File: src/logic/clock_unit_pkg.sv
package clock_unit_pkg;

  // ----------------------------------------------------------------------
  // Timing
  // ----------------------------------------------------------------------
  localparam int unsigned CLK_PERIOD_NS = 10;
  // Alternate clock counts as absent after this long without an edge.
  localparam int unsigned ALT_LOSS_NS = 100000;
  localparam int unsigned ALT_LOSS_CYCLES_DEF = ALT_LOSS_NS / CLK_PERIOD_NS;
  localparam int unsigned ALT_CNT_W = 16;
  localparam int unsigned IRQ_LOW_NS = 40;
  localparam logic [2:0] IRQ_LOW_CYCLES = 3'(IRQ_LOW_NS / CLK_PERIOD_NS);
  localparam int unsigned REF_CNT_W = 16;
  localparam int unsigned PLL_ACC_W = 20;

  // ----------------------------------------------------------------------
  // Register map
  // ----------------------------------------------------------------------
  localparam logic [7:0] MODE_ADDR = 8'hEB;
  localparam logic [7:0] CTL_ADDR = 8'hF0;
  localparam logic [7:0] FLAG_ADDR = 8'hF2;
  localparam logic [7:0] PLLCFG_ADDR = 8'hF6;

  localparam logic [7:0] MODE_RESET = 8'hE0;
  localparam logic [7:0] CTL_RESET = 8'h00;
  localparam logic [2:0] POSTDIV_OFF = 3'h7;
  localparam logic [1:0] MULT_RESET = 2'h0;

  // Mode register fields.
  localparam int unsigned MODE_HALVER_BIT = 5;
  localparam int unsigned MODE_PRS_MSB = 4;
  localparam int unsigned MODE_PRS_LSB = 2;
  // Clock control register fields.
  localparam int unsigned CTL_INTSEL_BIT = 7;
  localparam int unsigned CTL_ALTSEL_BIT = 2;
  localparam int unsigned CTL_WAITALT_BIT = 1;
  localparam int unsigned CTL_LPWAIT_BIT = 0;
  localparam logic [7:0] CTL_WR_MASK = 8'h87;
  // Clock flag register fields.
  localparam int unsigned FLAG_XSTOP_BIT = 4;
  localparam int unsigned FLAG_SLOWDIV_BIT = 3;
  localparam int unsigned FLAG_ALTACT_BIT = 2;
  localparam int unsigned FLAG_PLLSRC_BIT = 0;
  // PLL configuration register fields.
  localparam int unsigned PLL_MULT_MSB = 5;
  localparam int unsigned PLL_MULT_LSB = 4;
  localparam int unsigned PLL_DIV_MSB = 2;
  localparam int unsigned PLL_DIV_LSB = 0;

  // Multiplier codes.
  localparam logic [1:0] MULT_X14 = 2'h2;
  localparam logic [1:0] MULT_X10 = 2'h0;
  localparam logic [1:0] MULT_X8 = 2'h3;
  localparam logic [1:0] MULT_X6 = 2'h1;

  typedef enum logic [1:0] {SRC_REF, SRC_PLL, SRC_DIV16, SRC_ALT} sysSrc_t;

endpackage : clock_unit_pkg

File: src/logic/pll_clock_control_unit.sv
module pll_clock_control_unit
  import clock_unit_pkg::*;
#(
  parameter int unsigned ALT_LOSS_CYCLES = ALT_LOSS_CYCLES_DEF
)
(
  // Clock, reset and enable
  input wire logic clk,
  input wire logic rst_n,
  input wire logic ce,
  // Register port
  input wire logic [7:0] addr,
  input wire logic [7:0] wrData,
  input wire logic wrStrobe,
  input wire logic rdStrobe,
  output logic [7:0] rdData,
  // Clock sources, one-cycle pulse per rising edge
  input wire logic oscTick,
  input wire logic altTick,
  // Core status
  input wire logic waitForInt,
  input wire logic memWait,
  input wire logic busReq,
  input wire logic extIrqPin,
  // Clock and control outputs
  output logic sysTick,
  output logic coreTick,
  output logic oscEnable,
  output logic pllOn,
  output logic irqLine
);

  // ----------------------------------------------------------------------
  // Registers and decode
  // ----------------------------------------------------------------------
  logic [7:0] modeReg;
  logic [7:0] ctlReg;
  logic stopReqReg;
  logic slowDivReg;
  logic pllSrcReg;
  logic [1:0] multReg;
  logic [2:0] postDivReg;
  sysSrc_t srcReg;
  sysSrc_t wantSrc;

  wire wrMode = wrStrobe && (addr == MODE_ADDR);
  wire wrCtl = wrStrobe && (addr == CTL_ADDR);
  wire wrFlag = wrStrobe && (addr == FLAG_ADDR);
  wire wrPll = wrStrobe && (addr == PLLCFG_ADDR);

  wire halver = modeReg[MODE_HALVER_BIT];
  wire [2:0] prescale = modeReg[MODE_PRS_MSB:MODE_PRS_LSB];
  wire intSel = ctlReg[CTL_INTSEL_BIT];
  wire lowPowerWait = waitForInt && ctlReg[CTL_LPWAIT_BIT];
  wire waitAltReq = lowPowerWait && ctlReg[CTL_WAITALT_BIT];
  wire altRequest = ctlReg[CTL_ALTSEL_BIT] || waitAltReq;
  wire altActive = (srcReg == SRC_ALT);
  // A written stop request only shows once the alternate clock runs.
  wire xtalStopFlag = stopReqReg && altActive;

  function automatic logic [3:0] multFactor(input logic [1:0] code);
    case (code)
      MULT_X14: multFactor = 4'hE;
      MULT_X10: multFactor = 4'hA;
      MULT_X8: multFactor = 4'h8;
      default: multFactor = 4'h6;
    endcase
  endfunction : multFactor

  // ----------------------------------------------------------------------
  // Oscillator, reference and slow clocks
  // ----------------------------------------------------------------------
  logic halfPhase;
  logic [3:0] div16Cnt;
  logic [ALT_CNT_W-1:0] altIdleCnt;

  wire oscStopped = altActive && (stopReqReg || waitAltReq);
  wire oscRun = oscTick && !oscStopped;
  wire refTick = halver ? (oscRun && halfPhase) : oscRun;
  wire div16Tick = refTick && (div16Cnt == 4'hF);
  wire altPresent = altIdleCnt < ALT_CNT_W'(ALT_LOSS_CYCLES);

  always_ff @(posedge clk)
  begin
    if (!rst_n)
    begin
      halfPhase <= 1'b0;
      div16Cnt <= 4'h0;
      altIdleCnt <= '1;
    end
    else if (ce)
    begin
      if (oscRun)
        halfPhase <= !halfPhase;
      if (refTick)
        div16Cnt <= div16Cnt + 4'h1;
      if (altTick)
        altIdleCnt <= '0;
      else if (altIdleCnt != '1)
        altIdleCnt <= altIdleCnt + ALT_CNT_W'(1);
    end
  end

  // ----------------------------------------------------------------------
  // PLL model
  // ----------------------------------------------------------------------
  // PLL pulses come from a rate accumulator: the multiplier is added each
  // cycle against reference period times post-divide. Output is capped at
  // one pulse a cycle, so keep the reference period at 14 cycles or more.
  logic [REF_CNT_W-1:0] refCnt;
  logic [REF_CNT_W-1:0] refPeriod;
  logic [PLL_ACC_W-1:0] pllAcc;
  logic pllLocked;

  wire pllActive = (postDivReg != POSTDIV_OFF) && slowDivReg
                   && !lowPowerWait && !oscStopped;
  wire [PLL_ACC_W-1:0] pllThresh = PLL_ACC_W'(refPeriod)
                                   * PLL_ACC_W'({1'b0, postDivReg} + 4'h1);
  wire [PLL_ACC_W-1:0] pllSum = pllAcc + PLL_ACC_W'(multFactor(multReg));
  wire pllTick = pllActive && pllLocked && (pllSum >= pllThresh);

  always_ff @(posedge clk)
  begin
    if (!rst_n || (ce && !pllActive))
    begin
      refCnt <= '0;
      refPeriod <= '0;
      pllAcc <= '0;
      pllLocked <= 1'b0;
    end
    else if (ce)
    begin
      refCnt <= refTick ? REF_CNT_W'(1) : refCnt + REF_CNT_W'(1);
      if (refTick && refCnt != '0)
      begin
        refPeriod <= refCnt;
        pllLocked <= 1'b1;
      end
      pllAcc <= pllTick ? pllSum - pllThresh : pllSum;
    end
  end

  // ----------------------------------------------------------------------
  // Source selection
  // ----------------------------------------------------------------------
  logic curTick;
  logic curAlive;

  always_comb
  begin
    if (altRequest && altPresent)
      wantSrc = SRC_ALT;
    else if (!slowDivReg || lowPowerWait)
      wantSrc = SRC_DIV16;
    else if (pllSrcReg && pllLocked)
      wantSrc = SRC_PLL;
    else
      wantSrc = SRC_REF;
  end

  always_comb
  begin
    case (srcReg)
      SRC_PLL:
      begin
        curTick = pllTick;
        curAlive = pllActive && pllLocked;
      end
      SRC_DIV16:
      begin
        curTick = div16Tick;
        curAlive = !oscStopped;
      end
      SRC_ALT:
      begin
        curTick = altTick;
        curAlive = altPresent;
      end
      default:
      begin
        curTick = refTick;
        curAlive = !oscStopped;
      end
    endcase
  end

  // Switch only at the end of a period of the running source, or at once
  // when it has died, so the running source's last period is never cut short.
  wire switchNow = (wantSrc != srcReg) && (curTick || !curAlive);
  wire srcIsSlow = (srcReg == SRC_ALT) || (srcReg == SRC_DIV16);
  wire wantIsSlow = (wantSrc == SRC_ALT) || (wantSrc == SRC_DIV16);
  wire srcEvent = switchNow && (srcIsSlow || wantIsSlow);

  // Hardware clear wins over a software set in the same cycle.
  wire pllSrcClear = (wrPll && wrData[PLL_DIV_MSB:PLL_DIV_LSB] == POSTDIV_OFF)
                     || oscStopped || lowPowerWait || !slowDivReg;

  // ----------------------------------------------------------------------
  // Core prescaler and outputs
  // ----------------------------------------------------------------------
  logic [2:0] prsCnt;
  logic [2:0] irqCnt;

  wire coreRun = !waitForInt && !memWait && !busReq;
  // The count restarts at each core edge; a new ratio at or below the count
  // ends the current core period at the next system tick.
  wire coreEdge = curTick && coreRun && (prsCnt >= prescale);

  always_ff @(posedge clk)
  begin
    if (!rst_n)
    begin
      srcReg <= SRC_REF;
      prsCnt <= 3'h0;
      irqCnt <= 3'h0;
      sysTick <= 1'b0;
      coreTick <= 1'b0;
      irqLine <= 1'b1;
    end
    else if (ce)
    begin
      if (switchNow)
        srcReg <= wantSrc;
      if (curTick && coreRun)
        prsCnt <= coreEdge ? 3'h0 : prsCnt + 3'h1;
      if (srcEvent)
        irqCnt <= IRQ_LOW_CYCLES;
      else if (irqCnt != 3'h0)
        irqCnt <= irqCnt - 3'h1;
      sysTick <= curTick;
      coreTick <= coreEdge;
      irqLine <= intSel ? (irqCnt == 3'h0) : extIrqPin;
    end
  end

  assign oscEnable = !oscStopped;
  assign pllOn = pllActive;

  // ----------------------------------------------------------------------
  // Register writes and reads
  // ----------------------------------------------------------------------
  always_ff @(posedge clk)
  begin
    if (!rst_n)
    begin
      modeReg <= MODE_RESET;
      ctlReg <= CTL_RESET;
      stopReqReg <= 1'b0;
      slowDivReg <= 1'b1;
      pllSrcReg <= 1'b0;
      multReg <= MULT_RESET;
      postDivReg <= POSTDIV_OFF;
      rdData <= 8'h00;
    end
    else if (ce)
    begin
      if (wrMode)
        modeReg <= wrData;
      if (wrCtl)
        ctlReg <= wrData & CTL_WR_MASK;
      if (wrFlag)
      begin
        stopReqReg <= wrData[FLAG_XSTOP_BIT];
        slowDivReg <= wrData[FLAG_SLOWDIV_BIT];
      end
      if (pllSrcClear)
        pllSrcReg <= 1'b0;
      else if (wrFlag)
        pllSrcReg <= wrData[FLAG_PLLSRC_BIT];
      if (wrPll)
      begin
        multReg <= wrData[PLL_MULT_MSB:PLL_MULT_LSB];
        postDivReg <= wrData[PLL_DIV_MSB:PLL_DIV_LSB];
      end
      if (rdStrobe)
        case (addr)
          MODE_ADDR: rdData <= modeReg;
          CTL_ADDR: rdData <= ctlReg;
          FLAG_ADDR: rdData <= {3'h0, xtalStopFlag, slowDivReg, altActive,
                                1'b0, pllSrcReg};
          PLLCFG_ADDR: rdData <= {2'h0, multReg, 1'b0, postDivReg};
          default: rdData <= 8'h00;
        endcase
      else
        rdData <= 8'h00;
    end
  end
endmodule : pll_clock_control_unit

File: config.mk
export PLATFORM = sky130hd
export DESIGN_NAME = pll_clock_control_unit
export DESIGN_NICKNAME = d
export VERILOG_FILES = /design/src/logic/clock_unit_pkg.sv /design/src/logic/pll_clock_control_unit.sv
export SDC_FILE = /design/constraint.sdc
export NUM_CORES = 1
export LEC_CHECK = 0
export BUFFER_PORTS_ARGS = -buffer_cell sky130_fd_sc_hd__buf_2
export CORE_MARGIN = 2
export CORE_UTILIZATION = 45
export CTS_CLUSTER_DIAMETER = 40
export DETAILED_ROUTE_END_ITERATION = 10
export GPL_TIMING_DRIVEN = 0
export PLACE_DENSITY_LB_ADDON = 0.15
export SYNTH_ARGS = -nofsm -noshare
export SYNTH_HDL_FRONTEND = slang
export SYNTH_SLANG_ARGS = --single-unit
File: constraint.sdc
create_clock -name clk -period 15.25 [get_ports clk]
set_clock_uncertainty 0.2 [all_clocks]
set_input_delay 2.2875 -clock clk [delete_from_list [all_inputs] [get_ports clk]]
set_output_delay 2.2875 -clock clk [all_outputs]
set_load 0.005 [all_outputs]
==> results of run 1 <==
-- synthesized netlist by cell type (3+ instances only) --
library cell / number / area [um2]
a21o_1: 18 / 135
buf_2: 4 / 20.0
nand4_1: 16 / 100
a22oi_1: 7 / 52.6
inv_1: 93 / 349
o21bai_1: 5 / 37.5
o21a_1: 6 / 45.0
o21ai_1: 27 / 135
o211ai_1: 12 / 90.1
nor4_1: 5 / 31.3
nand3b_1: 4 / 30.0
and3_1: 18 / 113
a21oi_1: 54 / 270
fa_1: 30 / 601
xnor2_1: 38 / 333
a211oi_1: 13 / 97.6
nor4b_1: 4 / 35.0
o311ai_0: 5 / 43.8
nor3b_1: 4 / 30.0
a32oi_1: 3 / 26.3
nand3_1: 37 / 185
mux2i_1: 30 / 300
nor2_1: 86 / 323
dfxtp_1: 113 / 2260
xor2_1: 39 / 342
and4_1: 5 / 43.8
a31oi_1: 9 / 56.3
o21ai_0: 33 / 165
and2_1: 52 / 325
nor3_1: 16 / 80.1
or3_1: 3 / 18.8
clkbuf_1: 31 / 116
nand2_1: 80 / 300
nor2b_1: 26 / 163
nand2b_1: 25 / 156
a21boi_0: 6 / 45.0
o31ai_1: 3 / 22.5
ha_1: 61 / 763
-- routing by layer --
metal	share of wire, %	global-route usage [%]	vias to the layer above
met5	0	0	-
met4	2.1	7.24	0
met1	49	32.2	3644
met2	45	35.4	152
met3	3.7	3.22	31
li1	-	-	3801
-- worst max-delay path, stage by stage, from the launching register on --
cell and delay, ps:
dfxtp_1 330, clkbuf_1 390, and3_1 470, clkbuf_1 420, nand2_1 150, fa_1 530, fa_1 550, inv_1 70
ha_1 310, a211o_1 260, a21oi_1 170, a21oi_1 160, nor4_2 220, nor3_1 110, a2111o_1 440, o31ai_1 250
xor2_1 200, ha_1 260, and3_1 190, and4_1 230, a32oi_1 540, nand2_2 240, mux2_1 370, a22oi_1 180
nor2_1 60
-- placed cells by master (no fill, tap or decap), types with 13 or more instances in the layout --
cell and count:
dfxtp_1 113, inv_1 93, nor2_1 86, nand2_1 80
ha_1 61, a21oi_1 54, and2_1 52, buf_2 43
xor2_1 39, xnor2_1 38, nand3_1 37, o21ai_0 33
clkbuf_1 32, mux2i_1 30, fa_1 30, o21ai_1 27
nor2b_1 26, nand2b_1 25, a21o_1 18, and3_1 18
clkbuf_16 17, nor3_1 16, nand4_1 16, a211oi_1 13
-- final cells by class --
class / count / area [um2]
clock buffers: 20 / 457
repair buffers: 39 / 195
fillers: 1848 / 9030
flip-flops and latches: 113 / 2260
inverters: 93 / 349
multi-input cells: 821 / 5910
plain buffers: 39 / 174
clock inverters: 11 / 131
well taps: 260 / 325
-- metrics by stage --
stage	util (%)	total power, mW
floorplan	-	0.381
global placement	48.9	0.407
detailed placement	48.9	0.408
CTS	52.0	0.807
global route	52.0	0.832
finish	52.0	0.802
-- path summary, 6_finish.rpt --
kind,start,end,depth (start not counted)
worst max-delay path,postDivReg[0],pllAcc[9],24
worst min-delay path,modeReg[7],modeReg[7],2
worst max register to register,postDivReg[0],pllAcc[9],24
worst min register to register,modeReg[7],modeReg[7],2
-- where the power goes --
part	switching (mW)	internal, mW	total (mW)
Sequential	0.00835	0.305	0.313
Clock	0.150	0.249	0.399
Combinational	0.0526	0.0365	0.0892
Total	0.211	0.591	0.802
-- registers in the layout, summed over array words and instances (netlist names), 2 cells and up --
signal and flops:
refPeriod 16, altIdleCnt 16, rdData 8, pllAcc 20
srcReg 2, modeReg 8, div16Cnt 4, multReg 2
prsCnt 3, irqCnt 3, postDivReg 3, ctlReg 4
refCnt 16
-- cell families after synthesis --
| group | count (synthesis) | share of synthesized area, % |
|---|---|---|
| and+or+nand+nor | 396 | 23.7 |
| DFF | 113 | 26.0 |
| adders and majority gates | 91 | 15.7 |
| AOI/OAI and AO/OA | 224 | 16.9 |
| xor gates and xnor gates | 77 | 7.76 |
| muxes | 33 | 3.84 |
| buffers and inverters | 132 | 6.02 |
==> impl_results.md, run 1 <==
- Status: finished, final reports clean
- Die Y: 143 um
- Largest net degree at the start of global routing: 17
- Cell area after synthesis: about 8700 um2
- Core area: 18800 um2
- Final period util: 48.8%
- Crit path DAT: 7510 ps
- Clk pin slew, worst setup/hold paths: 60 ps
- Fin. Hold Viols: 0
- Post-Route Setup TNS: 0 ps
- Iteration-0 DRC Markers: 472
- Post-layout worst setup margin: 7810 ps
- Overall global routing resource usage: between 20% and 30%
- Hpwl dp: about 17 mm
- Register area share after synthesis: 26.0%
- Non-filler cells, final: between 1000 and 1500
- Initial antenna violation count: 0
- CP required: 15320 ps
- Final ANT Viol Nets: 0
- Final Critical Period: about 7400 ps
- IO Count: 40
- Placer Congestion: about 0.84
- Final setup vio count: 0
- Reg2reg setup slack: approximately 7800 ps
- Crit Path Class: flip-flop to flip-flop
- # placed instances: ~1400
- Crit Path Max Fanout: 10
- Die area: 20400 um2
- # Post-CTS Setup Buffers: 0
- DRC viols: 0
- PortBufs: 39
- Vias post-DR: approximately 7600
- Total wire length: approximately 23 mm
- Vias in the first global route: 7180
- Max_slew headroom: a little under a quarter
- DP Worst Slack: between 7000 and 8000 ps
- Synth-to-layout area growth: 12.8%
- Lkg Pwr: 4.22 nW
- Grt total ovfl: 0
- Synth Net Count: ~1200
- Routed wire per std cell: about 16 um
- Fmax: 134 MHz
- Vias per cell: 5.46
- CTS tree: done
- Synth Register Bits: about 110
- Crit start category: flip-flop
- HP Class: flip-flop to flip-flop
- First-pass GRT wire length: roughly 36 mm
- PwrDens: around 82 nW/um2
- FP Rows: 50
- Fin nets: 1242
- # clock sinks: around 110
- Clk root buf: clkbuf_16
- CTS resizes: 0
- Ys flop type: dfxtp_1
- Mapped Cells: around 1100
- Layout cell share with drive strength beyond 1: just over 8%
- Avg Synthesized Cell Area: around 8.2 um2
- Maxcap violations: 0
- CTS max path bufs: 2
- Yosys warning count: 0
- Unrepaired setup endpoints after global routing: no
- Slew @ Worst Pin: 1130 ps
- DRT Pass-1 Iters: 7
- Placed inst area: roughly 9200 um2
- Post-route cell area: slightly below 10000 um2
- Synth unique cells: between 70 and 80
- Crit path capture type: flip-flop
- CTS Buf Count: 17
- Later-pin clock latency in the skew report: between 400 and 500 ps
- Starting Density: between 40% and 50%
- # hold bufs at CTS: 0
- Inserted Diodes: 0
- Hold_ws: around 270 ps
- Max-slew violation count: 0
- EDFF count, synth: 0
- Worst IR Drop VDD: between 0.06 and 0.07 mV
- Htree depth: 4
- Die Wd: 143 um
- Asr flop ratio synth: 0%
(Power assumes the default switching activity.)
==> run 2: changes to the inputs <==
clock period = 6.7 ns   (was 15.25 ns; I/O delays follow)
==> impl_results.md, run 2 (synthesized netlist as in run 1, its figures left out) <==
- CTS Buf Count: 17
- Most common cell after layout, fill and taps aside: dfxtp_1
- Status: finished, final reports clean
- Clk root buf: clkbuf_16
- Critical Path Max Stage Delay: 520 ps
- Routed wire per std cell: ~16 um
- Reg power frac: around two fifths
- Crit Path Class: flip-flop to flip-flop
- Non-filler cells, final: ~1400
- # hold bufs at CTS: 0
- Slew @ Worst Pin: roughly 1200 ps
- Later-pin clock latency in the skew report: ~420 ps
- Hold_ws: roughly 270 ps
- Core area: ~19000 um2
- Final ANT Viol Nets: 0
- Number of flip-flops in the largest register: 20
- First-pass GRT wire length: about 37 mm
- Htree depth: 4
- Synth-to-layout area growth: 14.1%
- Clock power share: 49.8%
- CP max stage cell: fa_1
- Max_slew headroom: about a fifth
- Overall global routing resource usage: 22.8%
- # clock sinks: 113
- Vias per cell: 5.47
- Layout cell share with drive strength beyond 1: 9.67%
- Fin nets: between 1000 and 1500
- CP required: 6770 ps
- # placed instances: approximately 1400
- Vias in the first global route: between 7000 and 8000
- Die Y: ~140 um
- Grt total ovfl: 0
- CTS max path bufs: 2
- Initial antenna violation count: 0
- FP Rows: 50
- Final period util: slightly below 100%
- Worst IR Drop VDD: approximately 0.15 mV
- Final setup vio count: 0
- Combinational share of power: about 11%
- Fin. Hold Viols: 0
- IO Count: 40
- Switching share of power: a little over a quarter
- Max-slew violation count: 0
- Crit path DAT: approximately 6500 ps
- HP Class: flip-flop to flip-flop
- Total wire length: 22.8 mm
- Largest net degree at the start of global routing: 17
- Fmax: around 150 MHz
- P_int: around 1.3 mW
- Overall Power: between 1.5 and 2 mW
- Vias post-DR: about 7600
- Die area: 20400 um2
- Crit start category: flip-flop
- Starting Density: between 40% and 50%
- Inserted Diodes: 0
- PortBufs: 39
- DRC viols: 0
- Iteration-0 DRC Markers: between 400 and 500
- Biggest register: pllAcc
- Placer Congestion: between 0.8 and 0.9
- Hpwl dp: around 17 mm
- Finished Core Util: a little over half
- DRT Pass-1 Iters: 5
- Post-route cell area: ~9900 um2
- Lkg Pwr: between 4 and 5 nW
- Crit Path Max Fanout: 10
- Placed inst area: between 9000 and 10000 um2
- CTS tree: done
- Most frequent cells in the layout: dfxtp_1 (112), inv_1 (93), nor2_1 (86)
- Crit path capture type: flip-flop
- Final Critical Period: about 6500 ps
- Maxcap violations: 0
- PwrDens: roughly 180 nW/um2
- Die Wd: around 140 um
- Clk pin slew, worst setup/hold paths: around 60 ps
- Sw Pwr: 483 uW
-- run 2: changes by cell type in the layout (fill, tap and decap cells not counted), sizes merged --
cell,change
clkbuf,-2
buf,+4
-- run 2: final timing paths --
path | from | to | slack [ps] | cells after the start
setup / recovery | postDivReg[1] | pllAcc[9] | 240 | 25
hold / removal | modeReg[7] | modeReg[7] | 270 | 2
setup reg to reg | postDivReg[1] | pllAcc[9] | 240 | 25
hold reg to reg | modeReg[7] | modeReg[7] | 270 | 2
-- run 2: layer usage --
layer	share of wire [%]	track usage, %
met1	49	32.2
met2	45	35.7
met3	4.1	3.72
met4	2.0	7.14
met5	0	0
-- run 2: what timing repair did --
| item | in CTS | in global routing |
|---|---|---|
| gates resized for setup | 14 | 11 |
| pin swaps | 4 | 7 |
| hold endpoints to repair | 0 | 0 |
| setup endpoints to repair | 29 | 29 |
| buffers inserted | 1 | 2 |
-- run 2: final cells by class --
| cell class | count | area (um2) |
|---|---|---|
| Sequential cell | 113 | 2260 |
| Clock buffer | 20 | 457 |
| Multi-Input combinational cell | 821 | 5990 |
| Tap cell | 260 | 325 |
| Inverter | 93 | 349 |
| Fill cell | 1842 | 8910 |
| Clock inverter | 11 | 131 |
| Buffer | 38 | 183 |
| Timing Repair Buffer | 42 | 218 |
-- run 2: power by group through the flow --
stage / registers [mW] / logic [mW] / clock network [mW]
final: 0.713 / 0.205 / 0.911
after floorplan: 0.723 / 0.146 / 0
after global routing: 0.716 / 0.230 / 0.950
after global placement: 0.726 / 0.201 / 0
after detailed placement: 0.727 / 0.201 / 0
after CTS: 0.712 / 0.203 / 0.922
-- run 2: metrics by stage --
step / TNS [ps] / worst slack, ps
4_1_cts: 0 / 10.8
5_1_grt: -20.8 / -19.4
2_1_floorplan: 0 / 388
3_5_place_dp: -15310 / -704
6_report: 0 / 245
3_3_place_gp: -13670 / -638
-- run 2: worst max-delay path: cells and delay by family (launching register included) --
kind            cells  cell delay, ps
compound gates      7            1730
buf+inv             3             270
flops               1             370
xor+xnor            1             200
mux                 1             330
simple gates        7            1190
fa+ha+maj           6            2020
==> run 3: changes to the inputs <==
RECOVER_POWER = 50   (was default)
==> impl_results.md, run 3 (synthesized netlist as in run 1, its figures left out) <==
- Max-slew violation count: 0
- Placer Congestion: around 0.84
- Htree depth: 4
- Layout cell share with drive strength beyond 1: just under 9%
- Final setup vio count: 0
- Maxcap violations: 0
- CTS Buf Count: 17
- Initial antenna violation count: 0
- Lkg Pwr: 4.24 nW
- CP max stage cell: fa_1
- IO Count: 40
- Most frequent cells in the layout: dfxtp_1 (112), inv_1 (93), nor2_1 (87)
- Post-Route Setup TNS: 0 ps
- CP Depth: 25
- Fin. Hold Viols: 0
- Reg2reg setup slack: between 200 and 250 ps
- Crit start category: flip-flop
- Iteration-0 DRC Markers: 435
- Routed wire per std cell: ~16 um
- Top delay family on crit path: adder cells
- FP Rows: 50
- Number of flip-flops in the largest register: 20
- # clock sinks: 113
- Worst IR Drop VDD: between 0.1 and 0.15 mV
- Die Wd: ~140 um
- Biggest register: pllAcc
- Worst setup path endpoint: pllAcc[9]
- Worst R2R Start: postDivReg[1]
- Critical Path Max Stage Delay: around 520 ps
- Crit path capture type: flip-flop
- DRT Pass-1 Iters: 5
- Largest net degree at the start of global routing: 17
- Non-filler cells, final: ~1400
- Overall global routing resource usage: about 23%
- Fillers: approximately 1900
- Hpwl dp: around 17 mm
- Worst path buffer plus inverter count: 3
- Crit Path Max Fanout: 10
- DRC viols: 0
- Total wire length: between 20 and 25 mm
- CP required: around 6800 ps
- Grt total ovfl: 0
- FF-to-FF path depth: 25
- Finished Core Util: a little over half
- Clk pin slew, worst setup/hold paths: roughly 60 ps
- Most common cell after layout, fill and taps aside: dfxtp_1
- Vias post-DR: roughly 7700
- Synth-to-layout area growth: 13.8%
- Inserted Diodes: 0
- Starting Density: between 40% and 50%
- Later-pin clock latency in the skew report: ~420 ps
- Vias per cell: 5.49
- Clk root buf: clkbuf_16
- Final period util: 96.5%
- Reg-to-reg endpoint: pllAcc[9]
- # hold bufs at CTS: 0
- Slew @ Worst Pin: around 1200 ps
- Core area: about 19000 um2
- Crit Path Class: flip-flop to flip-flop
- DP Worst Slack: -704 ps
- # placed instances: 1365
- PortBufs: 39
- Die Y: approximately 140 um
- CTS max path bufs: 2
- Die area: ~20000 um2
- Max_slew headroom: roughly a fifth
- Post-layout worst setup margin: roughly 240 ps
- Final Critical Period: around 6500 ps
- CTS tree: done
- Critical Path Start: postDivReg[1]
- Fmax: between 150 and 200 MHz
- HP Class: flip-flop to flip-flop
- Status: finished, final reports clean
- Final ANT Viol Nets: 0
- PwrDens: about 180 nW/um2
- Vias in the first global route: between 7000 and 8000
- Crit path DAT: 6530 ps
- First-pass GRT wire length: 36.7 mm
- Fin nets: 1244
==> run 3: how the worst min path moves through the flow <==
stage | startpoint | end | slack, ps | depth (start not counted)
after detailed placement | modeReg[7] | modeReg[7] | 260 | 2
after global placement | modeReg[6] | modeReg[6] | 250 | 2
after global routing | modeReg[1] | modeReg[1] | 280 | 2
after CTS | modeReg[0] | modeReg[0] | 270 | 2
after floorplan | modeReg[0] | modeReg[0] | 240 | 2
final | modeReg[7] | modeReg[7] | 270 | 2
==> run 3: area by class of cell <==
cell class / count / area (um2) / area share (%)
Multi-Input combinational cell: 821 / 5970 / 60.4
Sequential cell: 113 / 2260 / 22.9
Clock buffer: 20 / 457 / 4.62
Inverter: 93 / 349 / 3.53
Tap cell: 260 / 325 / 3.29
Timing Repair Buffer: 42 / 210 / 2.13
Buffer: 38 / 183 / 1.85
Clock inverter: 11 / 131 / 1.33
==> run 3: metal layers <==
layer  global-route usage (%)  vias to the layer above  wire [um]
li1                         -                     3805          -
met1                     32.2                     3683      11300
met2                     35.7                      156      10200
met3                     3.72                       29        908
met5                        0                        -          0
met4                     7.14                        0        450
==> run 3: worst reg2reg max path: stages (launching register included) <==
cell	delay, ps
dfxtp_2	370
ha_2	210
ha_4	230
clkbuf_8	180
and2_1	170
fa_1	500
inv_1	50
fa_1	520
inv_1	40
ha_2	310
a21o_1	190
a21o_1	190
a21o_4	230
nor4_4	290
nor3_1	100
a2111o_1	400
o31ai_2	260
xor2_1	200
ha_1	260
and3_1	190
and4_1	250
a32oi_4	280
nand2_4	140
mux2_1	330
a22oi_1	180
nor2_1	60
==> run 3: report_power, final <==
group	internal [mW]	switching, mW	leakage [nW]
combinational	0.0827	0.119	3.04
sequential	0.694	0.0188	0.917
clock	0.568	0.342	0.279
total	1.34	0.480	4.24
==> run 3: repair_timing <==
item / 4_1_cts / 5_1_grt
pin swaps: 4 / 7
resized for setup: 14 / 11
setup buffers: 1 / 2
setup endpoints to repair: 29 / 29
endpoints found under the hold margin: 0 / 0
==> run 3: through the flow <==
step                      total power [mW]  cell area [um2]  hold WS, ps
after floorplan                      0.868             8690          241
after global placement               0.927             9210          250
after detailed placement             0.928             9210          259
after CTS                             1.84             9870          269
after global routing                  1.89             9890          284
final                                 1.82             9890          268
